**config.mk**
```make
export PLATFORM = sky130hd
export DESIGN_NAME = cpr_top
export DESIGN_NICKNAME = d
export VERILOG_FILES = /design/src/shared/cpr_pkg.sv /design/src/rtl/cpr_pattern_gen.sv /design/src/rtl/cpr_top.sv
export SDC_FILE = /design/constraint.sdc
export NUM_CORES = 1
export LEC_CHECK = 0
export BUFFER_PORTS_ARGS = -buffer_cell sky130_fd_sc_hd__buf_2
export CORE_MARGIN = 2
export CORE_UTILIZATION = 55
export DETAILED_ROUTE_END_ITERATION = 8
export GPL_ROUTABILITY_DRIVEN = 0
export HOLD_SLACK_MARGIN = 0.1
export PLACE_DENSITY = 0.76
export SYNTH_ARGS = -nofsm -noshare
export SYNTH_HDL_FRONTEND = slang
export SYNTH_SLANG_ARGS = --single-unit
```
**constraint.sdc**
```tcl
create_clock -name clk -period 6.95 [get_ports clk]
set_input_delay 0.695 -clock clk [delete_from_list [all_inputs] [get_ports clk]]
set_output_delay 0.695 -clock clk [all_outputs]
set_load 0.01 [all_outputs]
```
**src/shared/cpr_pkg.sv**
```systemverilog
/*
 * constants, field layouts and carrier types of the converter program registers.
 * assumes one clock domain shared with the serial port engine that feeds the register port.
 */
package cpr_pkg;

	// ==========================================================
	// widths
	localparam int CPR_DATA_W = 14;
	localparam int CPR_REG_W = 8;

	// ==========================================================
	// register offsets
	localparam logic [7:0] CPR_ADDR_MODES = 8'h08;
	localparam logic [7:0] CPR_ADDR_CLK_DIV = 8'h0B;
	localparam logic [7:0] CPR_ADDR_TEST = 8'h0D;
	localparam logic [7:0] CPR_ADDR_SELF_TEST = 8'h0E;
	localparam logic [7:0] CPR_ADDR_OFFSET = 8'h10;
	localparam logic [7:0] CPR_ADDR_COMMIT = 8'hFF;

	// ==========================================================
	// reset values
	localparam logic [7:0] CPR_RST_MODES = 8'h00;
	localparam logic [7:0] CPR_RST_CLK_DIV = 8'h00;
	localparam logic [7:0] CPR_RST_TEST = 8'h00;
	localparam logic [7:0] CPR_RST_SELF_TEST = 8'h00;
	localparam logic [7:0] CPR_RST_OFFSET = 8'h00;

	// ==========================================================
	// field positions
	localparam int CPR_COMMIT_BIT = 0;
	localparam int CPR_PIN_EN_BIT = 7;
	localparam int CPR_PIN_FN_LSB = 5;
	localparam int CPR_PWR_LSB = 0;
	localparam int CPR_DIV_LSB = 0;
	localparam int CPR_TEST_LSB = 0;
	localparam int CPR_RST_SHORT_BIT = 4;
	localparam int CPR_RST_LONG_BIT = 5;
	localparam int CPR_ST_RUN_BIT = 0;
	localparam int CPR_ST_INIT_BIT = 2;

	// ==========================================================
	// field masks of writable bits
	localparam logic [7:0] CPR_MASK_MODES = 8'hE3;
	localparam logic [7:0] CPR_MASK_CLK_DIV = 8'h07;
	localparam logic [7:0] CPR_MASK_TEST = 8'hFF;
	localparam logic [7:0] CPR_MASK_SELF_TEST = 8'h05;
	localparam logic [7:0] CPR_MASK_OFFSET = 8'hFF;

	// ==========================================================
	// mode pin functions and power modes
	localparam logic [1:0] CPR_PIN_PWR_DOWN = 2'h0;
	localparam logic [1:0] CPR_PIN_STANDBY = 2'h1;
	localparam logic [1:0] CPR_PIN_NORM_OFF = 2'h2;
	localparam logic [1:0] CPR_PIN_NORM_ON = 2'h3;
	localparam logic [1:0] CPR_PWR_RUN = 2'h0;
	localparam logic [1:0] CPR_PWR_DOWN = 2'h1;
	localparam logic [1:0] CPR_PWR_STANDBY = 2'h2;
	localparam logic [1:0] CPR_PWR_RESET = 2'h3;

	// ==========================================================
	// output test codes
	localparam logic [3:0] CPR_TP_OFF = 4'h0;
	localparam logic [3:0] CPR_TP_MID = 4'h1;
	localparam logic [3:0] CPR_TP_POS_FS = 4'h2;
	localparam logic [3:0] CPR_TP_NEG_FS = 4'h3;
	localparam logic [3:0] CPR_TP_CHECKER = 4'h4;
	localparam logic [3:0] CPR_TP_LONG_PRS = 4'h5;
	localparam logic [3:0] CPR_TP_SHORT_PRS = 4'h6;
	localparam logic [3:0] CPR_TP_WORD_TGL = 4'h7;
	localparam logic [3:0] CPR_TP_USER = 4'h8;
	localparam logic [3:0] CPR_TP_BIT_TGL = 4'h9;
	localparam logic [3:0] CPR_TP_SYNC = 4'hA;
	localparam logic [3:0] CPR_TP_ONE_HIGH = 4'hB;
	localparam logic [3:0] CPR_TP_MIXED = 4'hC;

	// ==========================================================
	// pseudo-random generators
	localparam int CPR_LONG_LEN = 23;
	localparam int CPR_LONG_TAP = 17;
	localparam int CPR_SHORT_LEN = 9;
	localparam int CPR_SHORT_TAP = 4;
	localparam logic [22:0] CPR_LONG_SEED = 23'h7FFFFF;
	localparam logic [8:0] CPR_SHORT_SEED = 9'h1FF;
	localparam int CPR_MIX_W = 4;

	// ==========================================================
	// carriers
	typedef struct packed {
		logic wr_en;
		logic rd_en;
		logic [7:0] addr;
		logic [7:0] wdata;
	} cpr_req_s;

	typedef struct packed {
		logic [7:0] modes;
		logic [7:0] clk_div;
		logic [7:0] test;
		logic [7:0] self_test;
		logic [7:0] offset;
	} cpr_cfg_s;

endpackage

```
**src/rtl/cpr_pattern_gen.sv**
```systemverilog
/*
 * output test word generator: fixed words, toggles and pseudo-random sequences.
 * assumes advance pulses once per converter sample, on the same clock.
 */
`timescale 1ns/1ps
module cpr_pattern_gen #(
	parameter int DATA_W = cpr_pkg::CPR_DATA_W
) (
	input wire logic clk,
	input wire logic reset_n,
	input wire logic advance,
	input wire logic [3:0] test_code,
	input wire logic reset_long,
	input wire logic reset_short,
	input wire logic [DATA_W-1:0] user_pattern,
	output logic [DATA_W-1:0] pattern
);
	import cpr_pkg::*;

	// ==========================================================
	// generator state
	logic [CPR_LONG_LEN-1:0] long_q, long_d;
	logic [CPR_SHORT_LEN-1:0] short_q, short_d;
	logic [CPR_MIX_W-1:0] mix_q, mix_d;
	logic phase_q, phase_d;
	logic [DATA_W-1:0] pattern_q, pattern_d;
	logic [DATA_W-1:0] long_w, short_w, mix_w, checker_w;

	// ==========================================================
	// per-bit words
	genvar i;
	generate
		for (i = 0; i < DATA_W; i++) begin : g_bits
			assign long_w[i] = long_q[i % CPR_LONG_LEN];
			assign short_w[i] = short_q[i % CPR_SHORT_LEN];
			assign mix_w[i] = mix_q[i % CPR_MIX_W];
			assign checker_w[i] = ((i % 2) == 1) ^ phase_q;
		end
	endgenerate

	always_comb begin
		long_d = long_q;
		short_d = short_q;
		mix_d = mix_q;
		phase_d = phase_q;
		pattern_d = pattern_q;
		if (reset_long) begin
			long_d = CPR_LONG_SEED;
		end else if (advance) begin
			long_d = {long_q[CPR_LONG_LEN-2:0], long_q[CPR_LONG_LEN-1] ^ long_q[CPR_LONG_TAP]};
		end
		if (reset_short) begin
			short_d = CPR_SHORT_SEED;
		end else if (advance) begin
			short_d = {short_q[CPR_SHORT_LEN-2:0],
				short_q[CPR_SHORT_LEN-1] ^ short_q[CPR_SHORT_TAP]};
		end
		if (advance) begin
			mix_d = mix_q + 1'b1;
			phase_d = ~phase_q;
			case (test_code)
				CPR_TP_MID: pattern_d = '0;
				CPR_TP_POS_FS: pattern_d = {1'b0, {(DATA_W-1){1'b1}}};
				CPR_TP_NEG_FS: pattern_d = {1'b1, {(DATA_W-1){1'b0}}};
				CPR_TP_CHECKER: pattern_d = checker_w;
				CPR_TP_LONG_PRS: pattern_d = long_w;
				CPR_TP_SHORT_PRS: pattern_d = short_w;
				CPR_TP_WORD_TGL: pattern_d = {DATA_W{phase_q}};
				CPR_TP_USER: pattern_d = user_pattern;
				CPR_TP_BIT_TGL: pattern_d = {{(DATA_W-1){1'b0}}, phase_q};
				CPR_TP_SYNC: pattern_d = {{(DATA_W/2){1'b1}}, {(DATA_W-DATA_W/2){1'b0}}};
				CPR_TP_ONE_HIGH: pattern_d = {{(DATA_W-1){1'b0}}, 1'b1};
				CPR_TP_MIXED: pattern_d = mix_w;
				default: pattern_d = '0;
			endcase
		end
	end

	always_ff @(posedge clk or negedge reset_n) begin
		if (!reset_n) begin
			long_q <= CPR_LONG_SEED;
			short_q <= CPR_SHORT_SEED;
			mix_q <= '0;
			phase_q <= 1'b0;
			pattern_q <= '0;
		end else begin
			long_q <= long_d;
			short_q <= short_d;
			mix_q <= mix_d;
			phase_q <= phase_d;
			pattern_q <= pattern_d;
		end
	end

	assign pattern = pattern_q;

endmodule

```
**src/rtl/cpr_top.sv**
```systemverilog
/*
 * converter program registers: shadowed configuration, commit, mode pin, clock divider,
 * test pattern selection, self-test control and offset trim on the sample path.
 * assumes the serial port engine delivers decoded byte writes and reads on clk,
 * and that sample_in is a two's-complement conversion result on the same clock.
 */
// Overview of operation
// - a write with bit 0 set to the commit register copies every shadow into the active set at once.
// - writes to the program registers change only the shadows until a commit happens.
// - the host commits by writing 0x01 and the commit bit clears itself after the update.
// - the mode pin function field picks power-down, standby, outputs off or outputs on.
// - the mode pin acts only while its enable bit is set, otherwise it is ignored.
// - the input clock is divided by the divider field plus one.
// - a nonzero test code puts the test word on the data outputs instead of samples.
// - codes 0 to 3 give normal data, midscale, positive and negative full scale.
// - codes 4, 7 and 9 give checkerboard, word toggle and bit toggle.
// - codes 5 and 6 give the long and short pseudo-random sequences.
// - codes 8, 10, 11 and 12 give user, sync, one-bit-high and mixed-frequency words.
// - the offset trim is a signed byte added to each sample with saturation.
`timescale 1ns/1ps
module cpr_top #(
	parameter int DATA_W = cpr_pkg::CPR_DATA_W
) (
	input wire logic clk,
	input wire logic reset_n,
	input wire cpr_pkg::cpr_req_s reg_req,
	output logic [7:0] reg_rdata,
	output logic reg_rvalid,
	input wire logic mode_pin,
	input wire logic [DATA_W-1:0] sample_in,
	input wire logic [DATA_W-1:0] user_pattern,
	output logic [DATA_W-1:0] data_out,
	output logic sample_strobe,
	output logic out_enable,
	output logic power_down,
	output logic standby,
	output logic digital_reset,
	output logic self_test_run,
	output logic self_test_init
);
	import cpr_pkg::*;

	// ==========================================================
	// shadow and active registers
	cpr_cfg_s shadow_q, shadow_d;
	cpr_cfg_s active_q, active_d;
	logic commit_q, commit_d;
	logic [7:0] rdata_q, rdata_d;
	logic rvalid_q, rvalid_d;

	always_comb begin
		shadow_d = shadow_q;
		active_d = active_q;
		commit_d = 1'b0;
		rdata_d = rdata_q;
		rvalid_d = reg_req.rd_en;
		if (commit_q) begin
			active_d = shadow_q;
		end
		if (reg_req.wr_en) begin
			case (reg_req.addr)
				CPR_ADDR_MODES: shadow_d.modes = reg_req.wdata & CPR_MASK_MODES;
				CPR_ADDR_CLK_DIV: shadow_d.clk_div = reg_req.wdata & CPR_MASK_CLK_DIV;
				CPR_ADDR_TEST: shadow_d.test = reg_req.wdata & CPR_MASK_TEST;
				CPR_ADDR_SELF_TEST: shadow_d.self_test = reg_req.wdata & CPR_MASK_SELF_TEST;
				CPR_ADDR_OFFSET: shadow_d.offset = reg_req.wdata & CPR_MASK_OFFSET;
				CPR_ADDR_COMMIT: commit_d = reg_req.wdata[CPR_COMMIT_BIT];
				default: commit_d = 1'b0;
			endcase
		end
		if (reg_req.rd_en) begin
			case (reg_req.addr)
				CPR_ADDR_MODES: rdata_d = shadow_q.modes;
				CPR_ADDR_CLK_DIV: rdata_d = shadow_q.clk_div;
				CPR_ADDR_TEST: rdata_d = shadow_q.test;
				CPR_ADDR_SELF_TEST: rdata_d = shadow_q.self_test;
				CPR_ADDR_OFFSET: rdata_d = shadow_q.offset;
				CPR_ADDR_COMMIT: rdata_d = {7'h00, commit_q};
				default: rdata_d = 8'h00;
			endcase
		end
	end

	always_ff @(posedge clk or negedge reset_n) begin
		if (!reset_n) begin
			shadow_q <= {CPR_RST_MODES, CPR_RST_CLK_DIV, CPR_RST_TEST, CPR_RST_SELF_TEST,
				CPR_RST_OFFSET};
			active_q <= {CPR_RST_MODES, CPR_RST_CLK_DIV, CPR_RST_TEST, CPR_RST_SELF_TEST,
				CPR_RST_OFFSET};
			commit_q <= 1'b0;
			rdata_q <= 8'h00;
			rvalid_q <= 1'b0;
		end else begin
			shadow_q <= shadow_d;
			active_q <= active_d;
			commit_q <= commit_d;
			rdata_q <= rdata_d;
			rvalid_q <= rvalid_d;
		end
	end

	assign reg_rdata = rdata_q;
	assign reg_rvalid = rvalid_q;

	// ==========================================================
	// mode pin synchroniser and power state
	logic pin_s1_q, pin_s2_q;
	logic pwr_down_q, pwr_down_d;
	logic standby_q, standby_d;
	logic oe_q, oe_d;
	logic dreset_q, dreset_d;
	logic [1:0] pin_fn;
	logic [1:0] pwr_mode;

	assign pin_fn = active_q.modes[CPR_PIN_FN_LSB +: 2];
	assign pwr_mode = active_q.modes[CPR_PWR_LSB +: 2];

	always_comb begin
		pwr_down_d = 1'b0;
		standby_d = 1'b0;
		oe_d = 1'b1;
		dreset_d = 1'b0;
		case (pwr_mode)
			CPR_PWR_DOWN: pwr_down_d = 1'b1;
			CPR_PWR_STANDBY: standby_d = 1'b1;
			CPR_PWR_RESET: dreset_d = 1'b1;
			default: dreset_d = 1'b0;
		endcase
		if (active_q.modes[CPR_PIN_EN_BIT] && pin_s2_q) begin
			case (pin_fn)
				CPR_PIN_PWR_DOWN: pwr_down_d = 1'b1;
				CPR_PIN_STANDBY: standby_d = 1'b1;
				CPR_PIN_NORM_OFF: begin
					pwr_down_d = 1'b0;
					standby_d = 1'b0;
					oe_d = 1'b0;
				end
				CPR_PIN_NORM_ON: begin
					pwr_down_d = 1'b0;
					standby_d = 1'b0;
					oe_d = 1'b1;
				end
				default: oe_d = 1'b1;
			endcase
		end
		if (pwr_down_d || standby_d) begin
			oe_d = 1'b0;
		end
	end

	always_ff @(posedge clk or negedge reset_n) begin
		if (!reset_n) begin
			pin_s1_q <= 1'b0;
			pin_s2_q <= 1'b0;
			pwr_down_q <= 1'b0;
			standby_q <= 1'b0;
			oe_q <= 1'b0;
			dreset_q <= 1'b0;
		end else begin
			pin_s1_q <= mode_pin;
			pin_s2_q <= pin_s1_q;
			pwr_down_q <= pwr_down_d;
			standby_q <= standby_d;
			oe_q <= oe_d;
			dreset_q <= dreset_d;
		end
	end

	assign power_down = pwr_down_q;
	assign standby = standby_q;
	assign out_enable = oe_q;
	assign digital_reset = dreset_q;
	assign self_test_run = active_q.self_test[CPR_ST_RUN_BIT];
	assign self_test_init = active_q.self_test[CPR_ST_INIT_BIT];

	// ==========================================================
	// input clock divider
	logic [2:0] div_cnt_q, div_cnt_d;
	logic [2:0] div_val;
	logic strobe;

	assign div_val = active_q.clk_div[CPR_DIV_LSB +: 3];
	assign strobe = (div_cnt_q >= div_val);

	always_comb begin
		div_cnt_d = strobe ? 3'h0 : div_cnt_q + 3'h1;
	end

	always_ff @(posedge clk or negedge reset_n) begin
		if (!reset_n) begin
			div_cnt_q <= 3'h0;
		end else begin
			div_cnt_q <= div_cnt_d;
		end
	end

	assign sample_strobe = strobe;

	// ==========================================================
	// offset trim and output select
	logic [3:0] test_code;
	logic [DATA_W-1:0] pattern;
	logic signed [DATA_W:0] sum;
	logic [DATA_W-1:0] trimmed;
	logic [DATA_W-1:0] dout_q, dout_d;

	assign test_code = active_q.test[CPR_TEST_LSB +: 4];

	cpr_pattern_gen #(
		.DATA_W(DATA_W)
	) u_pattern (
		.clk(clk),
		.reset_n(reset_n),
		.advance(strobe),
		.test_code(test_code),
		.reset_long(active_q.test[CPR_RST_LONG_BIT]),
		.reset_short(active_q.test[CPR_RST_SHORT_BIT]),
		.user_pattern(user_pattern),
		.pattern(pattern)
	);

	always_comb begin
		sum = $signed({sample_in[DATA_W-1], sample_in})
			+ $signed({{(DATA_W-7){active_q.offset[7]}}, active_q.offset});
		if (sum[DATA_W] != sum[DATA_W-1]) begin
			trimmed = sum[DATA_W] ? {1'b1, {(DATA_W-1){1'b0}}} : {1'b0, {(DATA_W-1){1'b1}}};
		end else begin
			trimmed = sum[DATA_W-1:0];
		end
		dout_d = dout_q;
		if (strobe) begin
			dout_d = (test_code != CPR_TP_OFF) ? pattern : trimmed;
		end
	end

	always_ff @(posedge clk or negedge reset_n) begin
		if (!reset_n) begin
			dout_q <= '0;
		end else begin
			dout_q <= dout_d;
		end
	end

	assign data_out = dout_q;

endmodule

```
==> summary.txt, run 1 <==
status: complete, no violations
overall die height: 115 µm
Setup Fix Bufs, Post-CTS: 0
DIE WIDTH: 115 µm
Setup-failing EPs final: 0
Mapped Nets: 742
peak supply drop: 0.164 mV
reg2reg path depth: 11
initial antenna violation count: 0
GRT Overall Usage: 24.8%
critical path type: flip-flop to output pin
synthesized area per cell: 10.1 µm²
Die ar.: 13200 µm²
XOR/XNOR share of the synthesized area: 2.06%
Filler Cell Count: 926
worst skew pair latency: 0.42 ns
Cell variety after synth: 63
TritonCTS clock tree: yes
io pins: 79
drt pass-1 iters: 7
first-pass GRT wire length: 25900 µm
class of the worst hold path: input pin to asynchronous set/reset pin
Synth Area in Simple Gates: 17.1%
sequential fraction of the synthesis area: 50.0%
ANT cells: 0
routed via count: 5408
Final nets: 807
Pleak: 3.69 nW
DRC Markers: 0
Root Driver: clkbuf_16
clock skew: 0.00873 ns
Gate Count Post-Synth: 673
Final Slew Violations: 0
PD cells: 248 nW/µm²
Routed Antenna Nets: 0
post-detailed-placement half-perimeter wirelength: 10700 µm
prevailing post-synth register cell: dfrtp_1
drt wl/cell: 17.2 µm
Synth Area in Compound Gates: 16.2%
Yosys reg bits: 134
area grow syn2layout: 15.7%
layout cell share with drive strength beyond 1: 27.8%
mux contribution to synthesized area: 7.93%
drt total wl: 15400 µm
CTS Sinks: 134
worst reg2reg setup slack: 3.63 ns
RSZ-0062 raised after global routing: false
hold-fix buffers at CTS: 0
Synth Area in Adders: 3.80%
Worst EP arrival: 3.06 ns
RR Startpoint: div_cnt_q[0]
num rows: 40
initial detailed-routing violation count: 793
ys async rst share: 100%
largest family of logic cells by synthesized area: simple AND/OR/NAND/NOR gates
core area: 12000 µm²
Required @ worst endpoint: 6.25 ns
CP Launch Type: flip-flop
pin count of the biggest net entering global routing: 80
Total Power: 0.00194 W
total gr overflow: 0
fmax: 0.266 GHz
via-per-instance ratio: 6.02
endpoint of the worst-slack reg-to-reg timing path: u_pattern.pattern[9]
H-Tree Depth: 4
slew margin rel.: 24.3%
Slew @ Worst Pin: 1.14 ns
Final Hold Viols: 0
Reg clk slew, reported paths: 0.06 ns
# resized after CTS: 0
maximum fanout along the worst path: 70
Post-synth EDFFs: 0
clock buffer count from CTS: 17
clk buf depth: 2
CP endpoint kind: output pin
Tcrit/Tclk final: 54.0%
setup TNS: 0 ns
max-cap check violation count: 0
initial core utilization: 56.5%
yosys warns: 0
Post-Syn Area: 6790 µm²
min cycle time layout: 3.75 ns
port buffer count: 78
vias in the first global route: 5313
## Yosys cell counts (3+ instances only)
| master | number | area, µm² |
|---|---|---|
| a211oi_1 | 12 | 90.1 |
| a21o_1 | 11 | 82.6 |
| a21oi_1 | 29 | 145 |
| a222oi_1 | 5 | 50.1 |
| a22o_1 | 4 | 35.0 |
| a22oi_1 | 10 | 75.1 |
| a31oi_1 | 11 | 68.8 |
| and2_1 | 4 | 25.0 |
| and3_1 | 4 | 25.0 |
| buf_1 | 4 | 15.0 |
| buf_2 | 5 | 25.0 |
| clkbuf_1 | 23 | 86.3 |
| dfrtp_1 | 102 | 2550 |
| dfstp_2 | 32 | 841 |
| ha_1 | 19 | 238 |
| inv_1 | 10 | 37.5 |
| mux2_2 | 46 | 518 |
| nand2_1 | 112 | 420 |
| nand2b_1 | 6 | 37.5 |
| nand3_1 | 11 | 55.1 |
| nand3b_1 | 23 | 173 |
| nand4_1 | 4 | 25.0 |
| nor2_1 | 49 | 184 |
| nor2b_1 | 6 | 37.5 |
| nor3_1 | 12 | 60.1 |
| o211ai_1 | 5 | 37.5 |
| o21ai_0 | 39 | 195 |
| o21ai_1 | 10 | 50.1 |
| or2_2 | 3 | 18.8 |
| or3_1 | 3 | 18.8 |
| xnor2_1 | 10 | 87.6 |
| xor2_1 | 6 | 52.6 |
## area by class of cell
cell class | instances | area, µm² | area share (%)
clock buffers | 18 | 439 | 5.60
clock inverters | 14 | 164 | 2.09
inverters | 12 | 45.0 | 0.574
multi-input cells | 492 | 3210 | 40.9
flip-flops and latches | 134 | 3390 | 43.2
well taps | 147 | 184 | 2.34
repair buffers | 81 | 415 | 5.29
## where the power goes
group	switching (W)	internal [W]	total (W)
combinational	0.0000779	0.0000636	0.000141
clock	0.000361	0.000548	0.000908
sequential	0.0000467	0.000846	0.000893
## worst max-delay path by stage
stage	from	end	slack [ns]
2_1_floorplan	sample_in[0]	data_out[9]	4.08
3_3_place_gp	sample_in[0]	data_out[2]	3.81
3_5_place_dp	div_cnt_q[0]	u_pattern.pattern[9]	3.70
4_1_cts	div_cnt_q[0]	sample_strobe	3.23
5_1_grt	div_cnt_q[0]	sample_strobe	3.02
6_report	div_cnt_q[0]	sample_strobe	3.20
## flip-flops by register name, indices dropped and copies added, names as in the netlist, 3 cells and up
register and cells:
reg_rdata 8, div_cnt_q 3, u_pattern.mix_q 4, u_pattern.pattern 14
u_pattern.long_q 23, data_out 14, u_pattern.short_q 9, shadow_q 26
active_q 22
## metrics by stage
step           hold WS, ns  instance area, µm²  utilization (%)  worst slack (ns)  cells
2_1_floorplan        0.331                6790                -              4.08    673
3_3_place_gp         0.336                7250             60.3              3.81    866
3_5_place_dp         0.342                7250             60.3              3.70    866
4_1_cts              0.336                7850             65.3              3.23    898
5_1_grt              0.366                7850             65.3              3.02    898
6_report             0.308                7850             65.3              3.20    898
## layer usage
layer / global-route usage, % / wire length [µm]
met4: 9.56 / 399
met1: 34.8 / 6840
met3: 4.59 / 969
met5: 0 / 0
met2: 38.7 / 7230
## worst max-delay path, cell delays in order (launching register included)
cell,delay (ns)
dfrtp_1,0.38
inv_1,0.06
ha_1,0.25
nand2b_1,0.14
a21oi_1,0.17
nor2b_1,0.09
nor2_4,0.07
buf_4,0.56
inv_2,0.54
buf_2,0.29
## logic make-up after synthesis
logic type	count (synthesis)
simple gates	245
compound gates	163
flops	134
mux	48
buf+inv	47
fa+ha+maj	20
xor+xnor	16
## cell usage in the layout (no fill, tap or decap), drive strengths merged, types with 18 or more instances in the layout
cell | synthesis | layout
nand2 | 112 | 112
dfrtp | 102 | 102
buf | 11 | 81
nor2 | 49 | 49
o21ai | 49 | 49
mux2 | 46 | 46
dfstp | 32 | 32
a21oi | 31 | 31
nand3b | 23 | 23
ha | 19 | 19
clkbuf | 24 | 18
(Power assumes the default switching activity.)
==> run 2: changes to the inputs <==
==> constraint.sdc (replaced) <==
create_clock -name clk -period 3.9 [get_ports clk]
set_input_delay 0.39 -clock clk [delete_from_list [all_inputs] [get_ports clk]]
set_output_delay 0.39 -clock clk [all_outputs]
set_load 0.01 [all_outputs]
==> run 2 against run 1 <==
Worst setup slack worse by 2.1 ns. First-iteration DRC count down 35%. Core utilization up 0.14 points. Register-to-register slack worse by 2.6 ns. Via count up 0.55%. Critical path depth unchanged. Routed wire length up 1.8%. Cell area up 0.21%. Final cell count up 0.45%. Sequential power up 78%. Flip-flop and latch count unchanged. Largest cell class unchanged.
==> summary.txt, run 2 (synthesis gave the netlist of run 1 again) <==
Worst EP arrival: 3.15 ns (+0.09 ns)
most common cell after layout, fill and taps aside: nand2_1
Internal: 0.00264 W (+81%)
clock skew: 0.0129 ns (+0.00417 ns)
GRT Overall Usage: 25.3% (+0.53 points)
initial detailed-routing violation count: 518 (-35%)
Tcrit/Tclk final: 73.1%
worst reg2reg setup slack: 1.05 ns (-2.58 ns)
Total Power: 0.00344 W (+77%)
drt pass-1 iters: 5 (-2)
critical path, cell by cell: ha_1 -> fa_1 -> a21o_1 -> a2111oi_4 -> o211ai_2 -> nor4b_2 -> a2bb2oi_2 -> a211oi_1 -> nor3_1
slowest CP cell: a2111oi_4
Final nets: 811 (+0.50%)
PD cells: 437 nW/µm² (+77%)
reg2reg path depth: 9 (-2)
max FFs per register: 26 (unchanged)
CP Launch Point: active_q[0]
first-pass GRT wire length: 26000 µm (+0.34%)
min cycle time layout: 2.85 ns
critical path's top delay family: compound AO/OA/AOI/OAI gates
DRC Markers: 0 (unchanged)
Stages on worst setup path: 9 (unchanged)
drt total wl: 15700 µm (+1.8%)
worst skew pair latency: 0.42 ns (about the same)
Root Driver: clkbuf_16
Setup-failing EPs final: 0 (unchanged)
layout cell share with drive strength beyond 1: 27.4% (-0.41 points)
fmax: 0.351 GHz
hold slack: 0.0723 ns (-0.236 ns)
Reg clk slew, reported paths: 0.06 ns (about the same)
TritonCTS clock tree: yes
class of the worst hold path: input pin to asynchronous set/reset pin
total gr overflow: 0 (unchanged)
maximum fanout along the worst path: 13 (-81%)
Pleak: 3.69 nW (about the same)
Final Slew Violations: 0 (unchanged)
H-Tree Depth: 4 (unchanged)
pin count of the biggest net entering global routing: 71 (-11%)
routed via count: 5438 (+0.55%)
ANT cells: 0 (unchanged)
area grow syn2layout: 15.9%
Switching Share: 23.1% (-1.8 points)
biggest regs: shadow_q (26), u_pattern.long_q (23), active_q (22)
initial core utilization: 56.5% (unchanged)
via-per-instance ratio: 6.03 (+0.11%)
critical path's largest stage delay: 0.41 ns (-0.15 ns)
RSZ-0062 raised after global routing: false
Combinational Power Share: 7.5% (+0.2 points)
initial antenna violation count: 0 (unchanged)
Required @ worst endpoint: 4.20 ns (-2.05 ns)
io pins: 79 (unchanged)
crit path to: data_out[2]
clock buffer count from CTS: 17 (unchanged)
post-detailed-placement half-perimeter wirelength: 11100 µm (+3.3%)
Switching Power: 0.000796 W (+64%)
vias in the first global route: 5298 (-0.28%)
sequential share of power: 46.3% (+0.3 points)
status: complete, no violations
core area: 12000 µm² (unchanged)
clock power share: 46.2% (-0.6 points)
drt wl/cell: 17.4 µm (+1.4%)
Slew @ Worst Pin: 1.14 ns (+0.00331 ns)
most frequent cells in the layout: nand2_1, dfrtp_1, buf_2
setup TNS: 0 ns (unchanged)
slew margin rel.: 24.1% (-0.22 points)
clk buf depth: 2 (unchanged)
CP Launch Type: flip-flop
CP endpoint kind: flip-flop
RR Startpoint: active_q[0]
port buffer count: 78 (unchanged)
Final Hold Viols: 0 (unchanged)
overall die height: 115 µm (unchanged)
endpoint of the worst-slack reg-to-reg timing path: data_out[2]
max-cap check violation count: 0 (unchanged)
CP bufs+invs: 0 (-4)
Biggest register: shadow_q
critical path type: flip-flop to flip-flop
DIE WIDTH: 115 µm (unchanged)
num rows: 40 (unchanged)
CTS Sinks: 134 (unchanged)
Routed Antenna Nets: 0 (unchanged)
peak supply drop: 0.327 mV (+99%)
Die ar.: 13200 µm² (unchanged)
run 2: cell count changes in the layout (fill, tap and decap cells not counted), sizes merged:
cell	before	now
clkbuf	18	23
clkinv	7	5
buf	81	84
dlygate4sd3	0	1
clkinvlp	0	2
bufinv	2	3
inv	17	11
run 2: what timing repair did:
| item | CTS | global route |
|---|---|---|
| hold endpoints to repair | 1 | 0 |
| buffers inserted | 0 | 0 |
| hold buffers | 1 | 0 |
| resized for setup | 0 | 0 |
run 2: power groups by stage:
stage | Clock, W | Sequential [W] | Combinational, W
after floorplan | 0 | 0.00159 | 0.000148
after global placement | 0 | 0.00160 | 0.000245
after detailed placement | 0 | 0.00161 | 0.000258
after CTS | 0.00161 | 0.00159 | 0.000262
after global routing | 0.00168 | 0.00160 | 0.000293
final | 0.00159 | 0.00159 | 0.000260
run 2: worst min-delay path by stage:
stage | endpoint | cells after the start
after floorplan | active_q[0] | 0
after global placement | pin_s2_q | 0
after detailed placement | pin_s2_q | 0
after CTS | shadow_q[18] | 1
after global routing | self_test_run | 1
final | self_test_run | 1
run 2: cell type report:
class	instances	area, µm²
multi-input cells	492	3210
clock inverters	9	129
clock buffers	23	458
flip-flops and latches	134	3390
repair buffers	85	448
inverters	12	45.0
fillers	940	4150
well taps	147	184
run 2: per-stage QoR:
stage | area [µm²] | worst slack, ns | util, % | cells
3_3_place_gp | 7270 | 1.04 | 60.5 | 869
2_1_floorplan | 6790 | 1.33 | - | 673
4_1_cts | 7870 | 1.06 | 65.5 | 902
6_report | 7870 | 1.05 | 65.5 | 902
5_1_grt | 7870 | 0.810 | 65.5 | 902
3_5_place_dp | 7270 | 0.954 | 60.5 | 869
run 2: routing by layer:
metal | wire length (µm) | vias up | track usage, %
met5 | 0 | - | 0
met4 | 378 | 0 | 9.80
met3 | 912 | 37 | 6.75
met2 | 7520 | 190 | 39.4
met1 | 6910 | 2671 | 34.2
li1 | - | 2540 | -
